===== config.mk =====
export PLATFORM = sky130hd
export DESIGN_NAME = gcr_counter_slice
export DESIGN_NICKNAME = d
export VERILOG_FILES = /design/src/hdl/gcr_pkg.sv /design/src/hdl/gcr_counter_slice.sv
export SDC_FILE = /design/constraint.sdc
export NUM_CORES = 1
export LEC_CHECK = 0
export ABC_AREA = 1
export BUFFER_PORTS_ARGS = -buffer_cell sky130_fd_sc_hd__buf_2
export CORE_ASPECT_RATIO = 0.6
export CORE_MARGIN = 3
export CORE_UTILIZATION = 45
export CTS_BUF_LIST = sky130_fd_sc_hd__clkbuf_16
export DETAILED_ROUTE_END_ITERATION = 7
export HOLD_SLACK_MARGIN = 0.05
export PLACE_DENSITY_LB_ADDON = 0.12
export SLEW_MARGIN = 0
export SYNTH_ARGS = -nofsm -noshare
export SYNTH_HDL_FRONTEND = slang
export SYNTH_SLANG_ARGS = --single-unit

===== constraint.sdc =====
create_clock -name i_mclk -period 2.35 [get_ports i_mclk]
set_input_delay 0.3525 -clock i_mclk [delete_from_list [all_inputs] [get_ports i_mclk]]
set_output_delay 0.3525 -clock i_mclk [all_outputs]
set_load 0.01 [all_outputs]

===== src/hdl/gcr_pkg.sv =====
// Constants, types and register map of the gated retriggerable counter slice
package gcr_pkg;

  localparam int DATA_W = 16;
  localparam int ADDR_W = 3;
  localparam int DIV_W = 8;
  localparam int DIGIT_W = 4;
  localparam int DIGITS = DATA_W / DIGIT_W;

  // Register offsets
  localparam logic [ADDR_W-1:0] ADDR_CONFIG = 3'h0;
  localparam logic [ADDR_W-1:0] ADDR_LOAD = 3'h1;
  localparam logic [ADDR_W-1:0] ADDR_HOLD = 3'h2;
  localparam logic [ADDR_W-1:0] ADDR_CMD = 3'h3;
  localparam logic [ADDR_W-1:0] ADDR_STATUS = 3'h4;
  localparam logic [ADDR_W-1:0] ADDR_COUNT = 3'h5;

  localparam logic [DATA_W-1:0] CONFIG_RESET = 16'h0B00;

  // counter_configuration field positions
  localparam int OF_LO = 0;
  localparam int OF_HI = 2;
  localparam int BIT_BCD = 3;
  localparam int BIT_UP = 4;
  localparam int BIT_REPEAT = 5;
  localparam int BIT_RELOAD_SEL = 6;
  localparam int BIT_SPECIAL = 7;
  localparam int SRCSEL_LO = 8;
  localparam int SRCSEL_HI = 11;
  localparam int BIT_POL = 12;
  localparam int GATING_LO = 13;
  localparam int GATING_HI = 15;

  // Output forms
  localparam logic [2:0] OF_LOW = 3'h0;
  localparam logic [2:0] OF_TC_HIGH = 3'h1;
  localparam logic [2:0] OF_TOGGLED = 3'h2;
  localparam logic [2:0] OF_HIZ = 3'h4;
  localparam logic [2:0] OF_TC_LOW = 3'h5;

  // Gating control codes
  localparam logic [2:0] GT_NONE = 3'h0;
  localparam logic [2:0] GT_LEVEL = 3'h1;
  localparam logic [2:0] GT_EDGE = 3'h2;

  localparam logic [3:0] SRC_FIRST_FREQ = 4'hB;

  // Command and status bits
  localparam int CMD_ARM = 0;
  localparam int CMD_DISARM = 1;
  localparam int CMD_PRELOAD = 2;
  localparam int CMD_MASTER_RESET = 3;
  localparam int CMD_SET_OUT = 4;
  localparam int CMD_CLR_OUT = 5;
  localparam int ST_ARMED = 0;
  localparam int ST_RUNNING = 1;
  localparam int ST_TC = 2;
  localparam int ST_TOGGLE = 3;
  localparam int ST_SECOND = 4;

  // Terminal count values
  localparam logic [DATA_W-1:0] TC_DOWN = 16'h0001;
  localparam logic [DATA_W-1:0] TC_UP_BIN = 16'hFFFF;
  localparam logic [DATA_W-1:0] TC_UP_BCD = 16'h9999;
  localparam logic [DIGIT_W-1:0] BCD_NINE = 4'h9;
  localparam logic [DIGIT_W-1:0] BCD_ZERO = 4'h0;
  localparam logic [DIGIT_W-1:0] BCD_ONE = 4'h1;

  typedef enum logic [2:0] {
    OPM_PLAIN,
    OPM_EDGE_STROBE,
    OPM_LEVEL_RATE,
    OPM_ONE_SHOT,
    OPM_RELOAD_TWICE,
    OPM_FSK
  } gcr_opmode_t;

  typedef struct packed {
    logic [ADDR_W-1:0] addr;
    logic [DATA_W-1:0] wdata;
    logic wr;
    logic rd;
  } gcr_bus_req_t;

  typedef struct packed {
    logic [DATA_W-1:0] config_r;
    logic [DATA_W-1:0] load;
    logic [DATA_W-1:0] hold;
    logic [DATA_W-1:0] cnt;
    logic [DATA_W-1:0] rdata;
    logic [DIV_W-1:0] div;
    logic armed;
    logic running;
    logic tc;
    logic tgl;
    logic pend;
    logic second;
    logic src_q;
    logic gate_q;
    logic out;
    logic oe;
  } gcr_state_t;

  localparam gcr_state_t STATE_RESET = '{config_r: CONFIG_RESET, oe: 1'b1, default: '0};

endpackage : gcr_pkg


===== src/hdl/gcr_counter_slice.sv =====
// One gated, retriggerable general counter slice with its register port
//
// Contract
// RULE1: edge strobe waits for gate edge, ignores level
// RULE2: edge modes ignore gate edges while disarmed
// RULE3: edge strobe TC reloads Load and disarms
// RULE4: edge strobe gate edges retrigger, save Hold
// RULE5: after retrigger first source loads, second counts
// RULE6: level rate counts gated edges, repeats TC
// RULE7: level rate gate edge saves Hold, reloads
// RULE8: qualified edge means source edge with gate
// RULE9: one shot counts freely, stops at TC
// RULE10: one shot gate edges save Hold, reload
// RULE11: gate level picks Load or Hold reload
// RULE12: reload twice mode disarms after two TCs
// RULE13: FSK repeats until disarm command
// RULE14: own 16-bit configuration register per slice
// RULE15: host writes configuration only while disarmed; here a configuration write is taken while armed too
// RULE16: reset presets configuration to 0B00
// RULE17: three low bits select output form
// RULE18: TC at 0001 down, 9999, FFFF up
// RULE19: TC lasts exactly one count period
// RULE20: every TC reloads from Load or Hold
// RULE21: toggled form flips on TC trailing edge
// RULE22: committed TC not delayed by retrigger
// RULE23: gate edge applied before same-cycle source edge
// RULE24: reset clears toggle flip-flop
//
// Chosen here: the strobed register port and the register offsets.
`timescale 1ns/10ps
`default_nettype none

module gcr_counter_slice #(
  parameter logic [gcr_pkg::DIV_W-1:0] F1_DIV = 8'h01
) (
  input wire logic i_mclk,
  input wire logic i_rstn,
  input wire gcr_pkg::gcr_bus_req_t i_bus,
  output logic [gcr_pkg::DATA_W-1:0] o_rdata,
  input wire logic i_src,
  input wire logic i_gate,
  output logic o_out,
  output logic o_out_oe,
  output logic o_tc
);
  import gcr_pkg::*;

  localparam logic [DIV_W-1:0] F1_LAST = F1_DIV - 8'h01;

  //////////////////////////////////////////////////////////////////////////////
  // Helpers

  function automatic logic [DATA_W-1:0] f_step(input logic [DATA_W-1:0] v, input logic up, input logic bcd);
    logic [DATA_W-1:0] r;
    logic carry;
    logic [DIGIT_W-1:0] d;
    r = v;
    carry = 1'b1;
    if (!bcd) begin
      r = up ? v + 16'h0001 : v - 16'h0001;
    end else begin
      for (int i = 0; i < DIGITS; i++) begin
        d = v[i*DIGIT_W +: DIGIT_W];
        if (carry) begin
          if (up) begin
            if (d == BCD_NINE) begin
              d = BCD_ZERO;
            end else begin
              d = d + BCD_ONE;
              carry = 1'b0;
            end
          end else begin
            if (d == BCD_ZERO) begin
              d = BCD_NINE;
            end else begin
              d = d - BCD_ONE;
              carry = 1'b0;
            end
          end
        end
        r[i*DIGIT_W +: DIGIT_W] = d;
      end
    end
    return r;
  endfunction : f_step

  function automatic logic [DATA_W-1:0] f_tc_value(input logic up, input logic bcd);
    logic [DATA_W-1:0] r;
    r = TC_DOWN;
    if (up) begin
      r = bcd ? TC_UP_BCD : TC_UP_BIN; // RULE18
    end
    return r;
  endfunction : f_tc_value

  function automatic gcr_opmode_t f_opmode(input logic [DATA_W-1:0] m);
    gcr_opmode_t op;
    logic [2:0] gating;
    gating = m[GATING_HI:GATING_LO];
    op = OPM_PLAIN;
    if (gating == GT_EDGE && m[BIT_SPECIAL]) begin
      op = m[BIT_REPEAT] ? OPM_ONE_SHOT : OPM_EDGE_STROBE;
    end else if (gating == GT_LEVEL && m[BIT_SPECIAL] && m[BIT_REPEAT]) begin
      op = OPM_LEVEL_RATE;
    end else if (gating == GT_NONE && m[BIT_SPECIAL] && m[BIT_RELOAD_SEL]) begin
      op = m[BIT_REPEAT] ? OPM_FSK : OPM_RELOAD_TWICE;
    end
    return op;
  endfunction : f_opmode

  // Returns {output enable, output level}
  function automatic logic [1:0] f_out(input logic [2:0] form, input logic tc, input logic tgl);
    logic [1:0] r;
    case (form)
      OF_LOW: r = 2'h2;
      OF_TC_HIGH: r = {1'b1, tc};
      OF_TOGGLED: r = {1'b1, tgl};
      OF_TC_LOW: r = {1'b1, ~tc};
      OF_HIZ: r = 2'h0;
      default: r = 2'h2;
    endcase
    return r;
  endfunction : f_out

  //////////////////////////////////////////////////////////////////////////////
  // State

  gcr_state_t s_r;
  gcr_state_t s_nxt;
  gcr_opmode_t opm;
  logic src_lvl;
  logic cnt_ev;
  logic gate_rise;
  logic edge_mode;
  logic gsel_mode;
  logic retrig_now;
  logic running_eff;
  logic pend_eff;
  logic go;
  logic count;
  logic committed;
  logic cmd_wr;
  logic no_cmd;
  logic [DATA_W-1:0] tcv;
  logic [DATA_W-1:0] reload_src;
  logic [1:0] outv;

  always_comb begin
    s_nxt = s_r;
    s_nxt.rdata = '0;
    opm = f_opmode(s_r.config_r);
    tcv = f_tc_value(s_r.config_r[BIT_UP], s_r.config_r[BIT_BCD]);
    committed = (s_r.cnt == tcv);
    cmd_wr = i_bus.wr && (i_bus.addr == ADDR_CMD);
    no_cmd = !cmd_wr;

    // Count source: internal divided clock or the source pin
    s_nxt.div = (s_r.div == F1_LAST) ? '0 : s_r.div + 8'h01;
    src_lvl = i_src ^ s_r.config_r[BIT_POL];
    s_nxt.src_q = src_lvl;
    if (s_r.config_r[SRCSEL_HI:SRCSEL_LO] == SRC_FIRST_FREQ) begin
      cnt_ev = (s_r.div == F1_LAST);
    end else begin
      cnt_ev = src_lvl && !s_r.src_q;
    end
    gate_rise = i_gate && !s_r.gate_q; // RULE23
    s_nxt.gate_q = i_gate;

    edge_mode = (opm == OPM_EDGE_STROBE) || (opm == OPM_ONE_SHOT);
    gsel_mode = (opm == OPM_RELOAD_TWICE) || (opm == OPM_FSK);
    retrig_now = gate_rise && ((edge_mode && s_r.armed) || (opm == OPM_LEVEL_RATE)); // RULE2 RULE7
    running_eff = s_r.running || (edge_mode && retrig_now); // RULE1
    pend_eff = s_r.pend || retrig_now; // RULE23
    reload_src = (gsel_mode && i_gate) ? s_r.hold : s_r.load; // RULE11

    if (retrig_now) begin
      s_nxt.hold = s_r.cnt; // RULE4 RULE7 RULE10
    end
    s_nxt.pend = pend_eff;
    if (edge_mode) begin
      s_nxt.running = running_eff;
    end

    go = 1'b0;
    unique case (opm)
      OPM_EDGE_STROBE, OPM_ONE_SHOT: go = s_r.armed && running_eff; // RULE1 RULE9
      OPM_LEVEL_RATE: go = s_r.armed && i_gate; // RULE6 RULE8
      OPM_PLAIN: go = s_r.armed && ((s_r.config_r[GATING_HI:GATING_LO] != GT_LEVEL) || i_gate);
      OPM_RELOAD_TWICE, OPM_FSK: go = s_r.armed; // RULE11
    endcase
    // A live TC always takes the next count edge
    count = cnt_ev && (go || s_r.tc); // RULE19

    if (count) begin
      if (s_r.tc) begin
        s_nxt.tgl = !s_r.tgl; // RULE21
      end
      if (committed) begin
        // Terminal count wins over any pending retrigger
        s_nxt.cnt = reload_src; // RULE20 RULE22
        s_nxt.tc = 1'b1;
        s_nxt.pend = 1'b0;
        unique case (opm)
          OPM_EDGE_STROBE: begin
            s_nxt.armed = 1'b0; // RULE3
            s_nxt.running = 1'b0;
          end
          OPM_ONE_SHOT: s_nxt.running = 1'b0; // RULE9
          OPM_RELOAD_TWICE: begin
            s_nxt.second = !s_r.second; // RULE12
            if (s_r.second) begin
              s_nxt.armed = 1'b0; // RULE12
            end
          end
          OPM_PLAIN: begin
            if (!s_r.config_r[BIT_REPEAT]) begin
              s_nxt.armed = 1'b0;
            end
          end
          OPM_LEVEL_RATE, OPM_FSK: s_nxt.armed = s_r.armed; // RULE6 RULE13
        endcase
      end else if (pend_eff) begin
        s_nxt.cnt = s_r.load; // RULE5 RULE7 RULE10
        s_nxt.pend = 1'b0;
        s_nxt.tc = 1'b0;
      end else begin
        s_nxt.cnt = f_step(s_r.cnt, s_r.config_r[BIT_UP], s_r.config_r[BIT_BCD]);
        s_nxt.tc = 1'b0;
      end
    end

    //////////////////////////////////////////////////////////////////////////////
    // Register port
    if (i_bus.wr) begin
      unique case (i_bus.addr)
        ADDR_CONFIG: s_nxt.config_r = i_bus.wdata; // RULE14
        ADDR_LOAD: s_nxt.load = i_bus.wdata;
        ADDR_HOLD: s_nxt.hold = i_bus.wdata;
        ADDR_CMD: begin
          if (i_bus.wdata[CMD_ARM]) begin
            s_nxt.armed = 1'b1;
            s_nxt.second = 1'b0;
          end
          if (i_bus.wdata[CMD_DISARM]) begin
            s_nxt.armed = 1'b0; // RULE13
            s_nxt.running = 1'b0;
          end
          if (i_bus.wdata[CMD_PRELOAD]) begin
            s_nxt.cnt = reload_src; // RULE11
            s_nxt.pend = 1'b0;
          end
          if (i_bus.wdata[CMD_CLR_OUT]) begin
            s_nxt.tgl = 1'b0;
          end
          if (i_bus.wdata[CMD_SET_OUT]) begin
            s_nxt.tgl = 1'b1;
          end
          if (i_bus.wdata[CMD_MASTER_RESET]) begin
            s_nxt.config_r = CONFIG_RESET; // RULE16
            s_nxt.armed = 1'b0;
            s_nxt.running = 1'b0;
            s_nxt.pend = 1'b0;
            s_nxt.second = 1'b0;
            s_nxt.tgl = 1'b0;
          end
        end
        default: s_nxt.rdata = '0;
      endcase
    end
    if (i_bus.rd) begin
      unique case (i_bus.addr)
        ADDR_CONFIG: s_nxt.rdata = s_r.config_r;
        ADDR_LOAD: s_nxt.rdata = s_r.load;
        ADDR_HOLD: s_nxt.rdata = s_r.hold;
        ADDR_STATUS: begin
          s_nxt.rdata[ST_ARMED] = s_r.armed;
          s_nxt.rdata[ST_RUNNING] = s_r.running;
          s_nxt.rdata[ST_TC] = s_r.tc;
          s_nxt.rdata[ST_TOGGLE] = s_r.tgl;
          s_nxt.rdata[ST_SECOND] = s_r.second;
        end
        ADDR_COUNT: s_nxt.rdata = s_r.cnt;
        default: s_nxt.rdata = '0;
      endcase
    end

    outv = f_out(s_nxt.config_r[OF_HI:OF_LO], s_nxt.tc, s_nxt.tgl); // RULE17
    s_nxt.oe = outv[1];
    s_nxt.out = outv[0];
  end

  always_ff @(posedge i_mclk) begin
    if (!i_rstn) begin
      s_r <= STATE_RESET; // RULE16 RULE24
    end else begin
      s_r <= s_nxt;
    end
  end

  assign o_rdata = s_r.rdata;
  assign o_out = s_r.out;
  assign o_out_oe = s_r.oe;
  assign o_tc = s_r.tc;
endmodule : gcr_counter_slice

`default_nettype wire


### Word-level counts from Yosys, hierarchy flattened

Cells that the tools add are included.

* bits in registers: 98
* bits in latches: 0
* memory bits (read-only): 0
* logic and storage cells: 183
* output and inout port bits: 19
* memories: 0
* RAM bits: 0
* bits of input ports: 25

* magnitude comparators: 0
* bitwise gates (word level): 3
* reductions and logical operators: 40
* multiplexer cells: 88
* divide/modulo/power cells: 0
* add/subtract/negate cells: 11
* $mul: 0
* shift-type cells: 0
* equal/unequal tests: 24

Operators with widths (count)
* 16-bit 2-to-1 mux: 14
* 67-bit 2-to-1 mux: 1
* 4-bit 2-to-1 mux: 15
* 11-bit one-hot mux with 5 select lines: 1
* 1-bit 2-to-1 mux: 38
* 16-bit one-hot mux with 2 select lines: 1
* 5-bit one-hot mux with 5 select lines: 1
* 4-bit == test, second input constant: 5
* 3-bit by 2-bit == test with 1-bit output, second input constant: 6
* 3-bit == test, second input constant: 6
* 3-bit 2-to-1 mux: 6
* 16-bit by 1-bit adder with 16-bit output, second input constant: 1
* 4-bit by 1-bit adder with 4-bit output, second input constant: 4
* 16-bit == test: 1
* 4-bit logical NOT: 4
* 16-bit by 1-bit subtractor with 16-bit output, second input constant: 1
* 4-bit by 1-bit subtractor with 4-bit output, second input constant: 4
* 1-bit logical AND: 15
* 15-bit 2-to-1 mux: 1
* 3-bit by 1-bit == test with 1-bit output, second input constant: 4
* 2-bit 2-to-1 mux: 6
* 3-bit logical NOT: 3
* 8-bit by 1-bit adder with 8-bit output, second input constant: 1
* 8-bit logical NOT: 1
* other kinds (14): 26

### Logic depth before layout (Yosys ltp)

* depth in word-level cells: 38
* depth in mapped cells: 18
* gate-level depth less buffers: 17

### Worst setup path before layout

Ideal clock, no wire load.

* path kind: flip-flop to flip-flop
* from: register s_r[86] (netlist name)
* to: register s_r[39] (netlist name)
* arrival: 2.016 ns
* path buffers: 1
* stages on the path, launching flop included: 13
* setup time: 0.117 ns
* slack: 0.217 ns
* clock period less this slack: 2.133 ns
* required time: 2.233 ns
* cell sequence: dfxtp_1 -> inv_2 -> buf_2 -> ha_1 -> nand2_2 -> inv_2 -> nand4_1 -> nor2_2 -> nand4_2 -> nor2_1 -> nor2_1 -> a21oi_1 -> nor2_1

* cells in the longest elaborated chain, start to end: 13
* elaborated cells on any way between the ends: 17
* those cells by class: 1 x eq/ne; 16 x mux

Ends and longest elaborated chain
* start, declared: RTL line gcr_counter_slice.sv:128 `gcr_state_t s_r;`
* start signal, assigned: RTL line gcr_counter_slice.sv:296 `s_r <= s_nxt;`
* 1-bit 2-to-1 mux: RTL line gcr_counter_slice.sv:65 `if (up) begin`
* 1-bit 2-to-1 mux: RTL line gcr_counter_slice.sv:59 `if (!bcd) begin`
* 1-bit 2-to-1 mux: RTL line gcr_counter_slice.sv:222 `end else if (pend_eff) begin`
* 1-bit 2-to-1 mux: RTL line gcr_counter_slice.sv:198 `if (committed) begin`
* 1-bit 2-to-1 mux: RTL line gcr_counter_slice.sv:194 `if (count) begin`
* 4-bit 2-to-1 mux: RTL line gcr_counter_slice.sv:64 `if (carry) begin`
* 16-bit 2-to-1 mux: RTL line gcr_counter_slice.sv:59
* 16-bit 2-to-1 mux: RTL line gcr_counter_slice.sv:222
* 16-bit 2-to-1 mux *: RTL line gcr_counter_slice.sv:198
* 16-bit 2-to-1 mux *: RTL line gcr_counter_slice.sv:194
* 16-bit 2-to-1 mux: RTL line gcr_counter_slice.sv:248 `if (i_bus.wdata[CMD_PRELOAD]) begin`
* 16-bit 2-to-1 mux: RTL line gcr_counter_slice.sv:235 `unique case (i_bus.addr)`
* 67-bit 2-to-1 mux *: RTL line gcr_counter_slice.sv:234 `if (i_bus.wr) begin`

Every way passes the cells marked *; elsewhere a longest branch is shown, timed or not. The select of a mux whose other input is x is not followed.
A chain may end at the register's enable or synchronous reset.

### Worst setup path after layout

* from: register s_r[86] (netlist name)
* to: register s_r[49] (netlist name)

* cells in the longest elaborated chain, start to end: 23
* elaborated cells on any way between the ends: 29
* those cells by class: 1 x eq/ne; 28 x mux

Ends and longest elaborated chain (RTL line)
* 1-bit 2-to-1 mux: gcr_counter_slice.sv:65
* 1-bit 2-to-1 mux: gcr_counter_slice.sv:59
* 1-bit 2-to-1 mux: gcr_counter_slice.sv:222
* 1-bit 2-to-1 mux: gcr_counter_slice.sv:198
* 1-bit 2-to-1 mux: gcr_counter_slice.sv:194
* 1-bit 2-to-1 mux: gcr_counter_slice.sv:64
* 1-bit 2-to-1 mux: gcr_counter_slice.sv:59
* 1-bit 2-to-1 mux: gcr_counter_slice.sv:222
* [... 7 more ...]
* 4-bit 2-to-1 mux: gcr_counter_slice.sv:64
* 16-bit 2-to-1 mux: gcr_counter_slice.sv:59
* 16-bit 2-to-1 mux: gcr_counter_slice.sv:222
* 16-bit 2-to-1 mux *: gcr_counter_slice.sv:198
* 16-bit 2-to-1 mux *: gcr_counter_slice.sv:194
* 16-bit 2-to-1 mux: gcr_counter_slice.sv:248
* 16-bit 2-to-1 mux: gcr_counter_slice.sv:235
* 67-bit 2-to-1 mux *: gcr_counter_slice.sv:234

Marked as above.

==> metrics.yaml <==
outcome: "finished, final reports clean"
synth_top_area_share: 0.277
r2r_slack_ns: 0.16
worstHoldStart: "i_gate"
syn-num-nets: 1181
p_leak_nw: 3.72
design_area_um2: 7810
maxCapViolations: 0
p_int_w: 0.00273
drive_gt1_frac: 0.134
fill_cells: 1546
holdWs_ns: 0.259
grt_pass1_vias: 6444
synth_commonest_cells: "273 x nand2_1, 139 x inv_1, 111 x nor2_1"
timing.final.crit_share: 0.930
antenna_cells_inserted: 0
rows: 34
worstPathRequired_ns: 2.63
synth_top_area_cell: "dfxtp_1"
worstHoldEndpoint: "s_r[2]"
r2r-start: "s_r[86]"
synth.yosys.warnings: 0
fp.dieW_um: 168
worst_pin_slew_ns: 0.695
combPwrFrac: 0.209
grt_max_degree: 40
drv_slew: 0
cp_num_buf_inv: 1
cts_num_sinks: 98
finalCriticalPeriod_ns: 2.19
yosysMostFrequentCell: "nand2_1"
cpPeakStageDelay_ns: 0.34
die-area_um2: 17300
worst_ep_arrival_time_ns: 2.47
multi_input_area_um2: 4230
drtIter0Drc: 816
grt-ovfl-total: 0
hp-class: "primary input to register"
worst_setup_path_end_kind: "register"
dr.pass1.iters: 5
finalSetupViolCount: 0
clk_pin_slew_ns: 0.08
postRouteAntennaNets: 0
critPathSlowestCell: "dfxtp_1"
final-hold-violation-count: 0
holdPathStages: 3
clockBufferDepth: 2
wl_per_cell_um: 16.6
r2r_end: "s_r[49]"
p_sw_frac: 0.325
ys_ff_latch: 98
io_pins: 44
syn_inst: 1139
clock.fmax_ghz: 0.457
grt.total_usage: 0.258
pwr_density_cell_nw_per_um2: 517
yosys-top-cells-area: "dfxtp_1 28%, nand2_1 14%, nand3_1 7.6%, inv_1 7.4%, o21ai_0 7.1%"
cts.htree.levels: 3
clock-root-buffer: "clkbuf_16"
synthToLayoutAreaGrowth_pct: 10.2
start_kind: "register"
numCtsBuffers: 9
grt_pass1_wl_um: 35300
portBuffers: 43
reg2reg_depth: 13
regArea_um2: 1960
initial_core_util: 0.475
ys.flop_type: "dfxtp_1"
crit_family: "simple AND/OR/NAND/NOR gates"
tns_ns: 0
hpwl_um: 17700
clkLatencyLatePin_ns: 0.35
max_slew_margin: 0.537
seqPwrFrac: 0.431
routed_via_density: 5.47
cp_max_fo: 15
skew_ns: 0.0166
die_h_um: 103
vias: 7498
globalplace.congestion: 0.931
clkPwrFrac: 0.360
post_dp_cell_area_um2: 7450
cts_tree: "yes"
synth_area_um2: 7090
critical_path_class: "register to register"
synth-edff-count: 0
wl_um: 22700
antenna_found_initial: 0
finalNetCount: 1209
core_region_area_um2: 14900
synthArstFlopShare: 0
ir_drop_v: 0.000376
switching_power_w: 0.00131
crit_chain: "inv_4, ha_1, nand3_1, nand3_1, nand2_1, nand2_1, nand2_1, nand2_1, nand2_1, nand3_1, nand3_1, nand2_1, a21oi_2"
syn_avg_cell_area_um2: 6.22
drc_errors: 0
crit_top_cell: "nand2_1"
yosysUniqueCellTypes: 43
hold_buffers: 0
yosysSeqAreaShare: 0.277
[layout make-up]
| class | count | share of cell area |
|---|---|---|
| Timing Repair Buffer | 77 | 0.0603 |
| Sequential cell | 98 | 0.251 |
| Clock inverter | 7 | 0.00833 |
| Multi-Input combinational cell | 822 | 0.542 |
| Tap cell | 198 | 0.0317 |
| Clock buffer | 9 | 0.0288 |
| Inverter | 159 | 0.0777 |
[tightest hold or removal path, cell delays in order]
cell	delay [ns]
buf_2	0.13
nand2_1	0.05
inv_1	0.04
[placed cells by master (no fill, tap or decap), types with 9 or more instances in the layout]
cell type,instances
a21oi_1,69
a221oi_1,16
buf_2,43
buf_4,34
clkbuf_16,9
dfxtp_1,98
ha_1,12
inv_1,140
inv_2,17
nand2_1,273
nand2_4,9
nand3_1,108
nand4_1,9
nor2_1,111
nor2_2,11
o21ai_0,100
o21bai_1,13
o22ai_1,13
xor2_1,9
[what timing repair did]
item                                    CTS  global route
resized for setup                         0            10
endpoints found under the setup margin    0            18
setup buffers                             0             0
[power groups by stage]
stage | Clock, W | Sequential, W | Combinational (W)
after global routing | 0.00152 | 0.00174 | 0.000944
final | 0.00145 | 0.00174 | 0.000845
after detailed placement | 0 | 0.00178 | 0.000813
after floorplan | 0 | 0.00177 | 0.000585
after CTS | 0.00147 | 0.00174 | 0.000817
after global placement | 0 | 0.00178 | 0.000815
[cell families after synthesis]
| logic type | after synthesis | synth area share |
|---|---|---|
| and+or+nand+nor | 557 | 0.354 |
| AOI/OAI and AO/OA | 238 | 0.191 |
| buffers and inverters | 219 | 0.135 |
| DFF | 98 | 0.277 |
| adders and majority gates | 17 | 0.0311 |
| xor gates and xnor gates | 9 | 0.0111 |
| muxes | 1 | 0.00141 |
[per-stage QoR]
step	instances	total power (W)	setup WS, ns	utilization
finish	1370	0.00404	0.164	0.523
global route	1370	0.00421	-0.0208	0.523
CTS	1370	0.00403	0.0896	0.518
detailed placement	1354	0.00259	0.111	0.499
global placement	1354	0.00259	0.167	0.499
floorplan	1139	0.00235	0.217	-
[registers in the layout (all words and copies together) (netlist names)]
signal / cells
o_rdata: 16
o_tc: 1
o_out: 1
o_out_oe: 1
s_r: 79
[how the worst max path moves through the flow]
stage / startpoint / end / slack [ns] / depth (start not counted)
global route: s_r[86] / s_r[37] / -0.02 / 14
floorplan: s_r[86] / s_r[39] / 0.22 / 12
global placement: s_r[86] / s_r[4] / 0.17 / 11
finish: s_r[86] / s_r[49] / 0.16 / 13
CTS: s_r[86] / s_r[37] / 0.09 / 14
detailed placement: s_r[86] / s_r[4] / 0.11 / 11
[layer usage]
layer  part of all wire  vias up  routed length (um)  global-route usage
met2               0.38      326                8580               0.349
met4             0.0064        0                 146              0.0365
met5                  0        -                   0                   0
met3              0.095       11                2150              0.0505
met1               0.52     3398               11800               0.421
li1                   -     3763                   -                   -
Note: power is estimated with default switching activity, not from simulation.
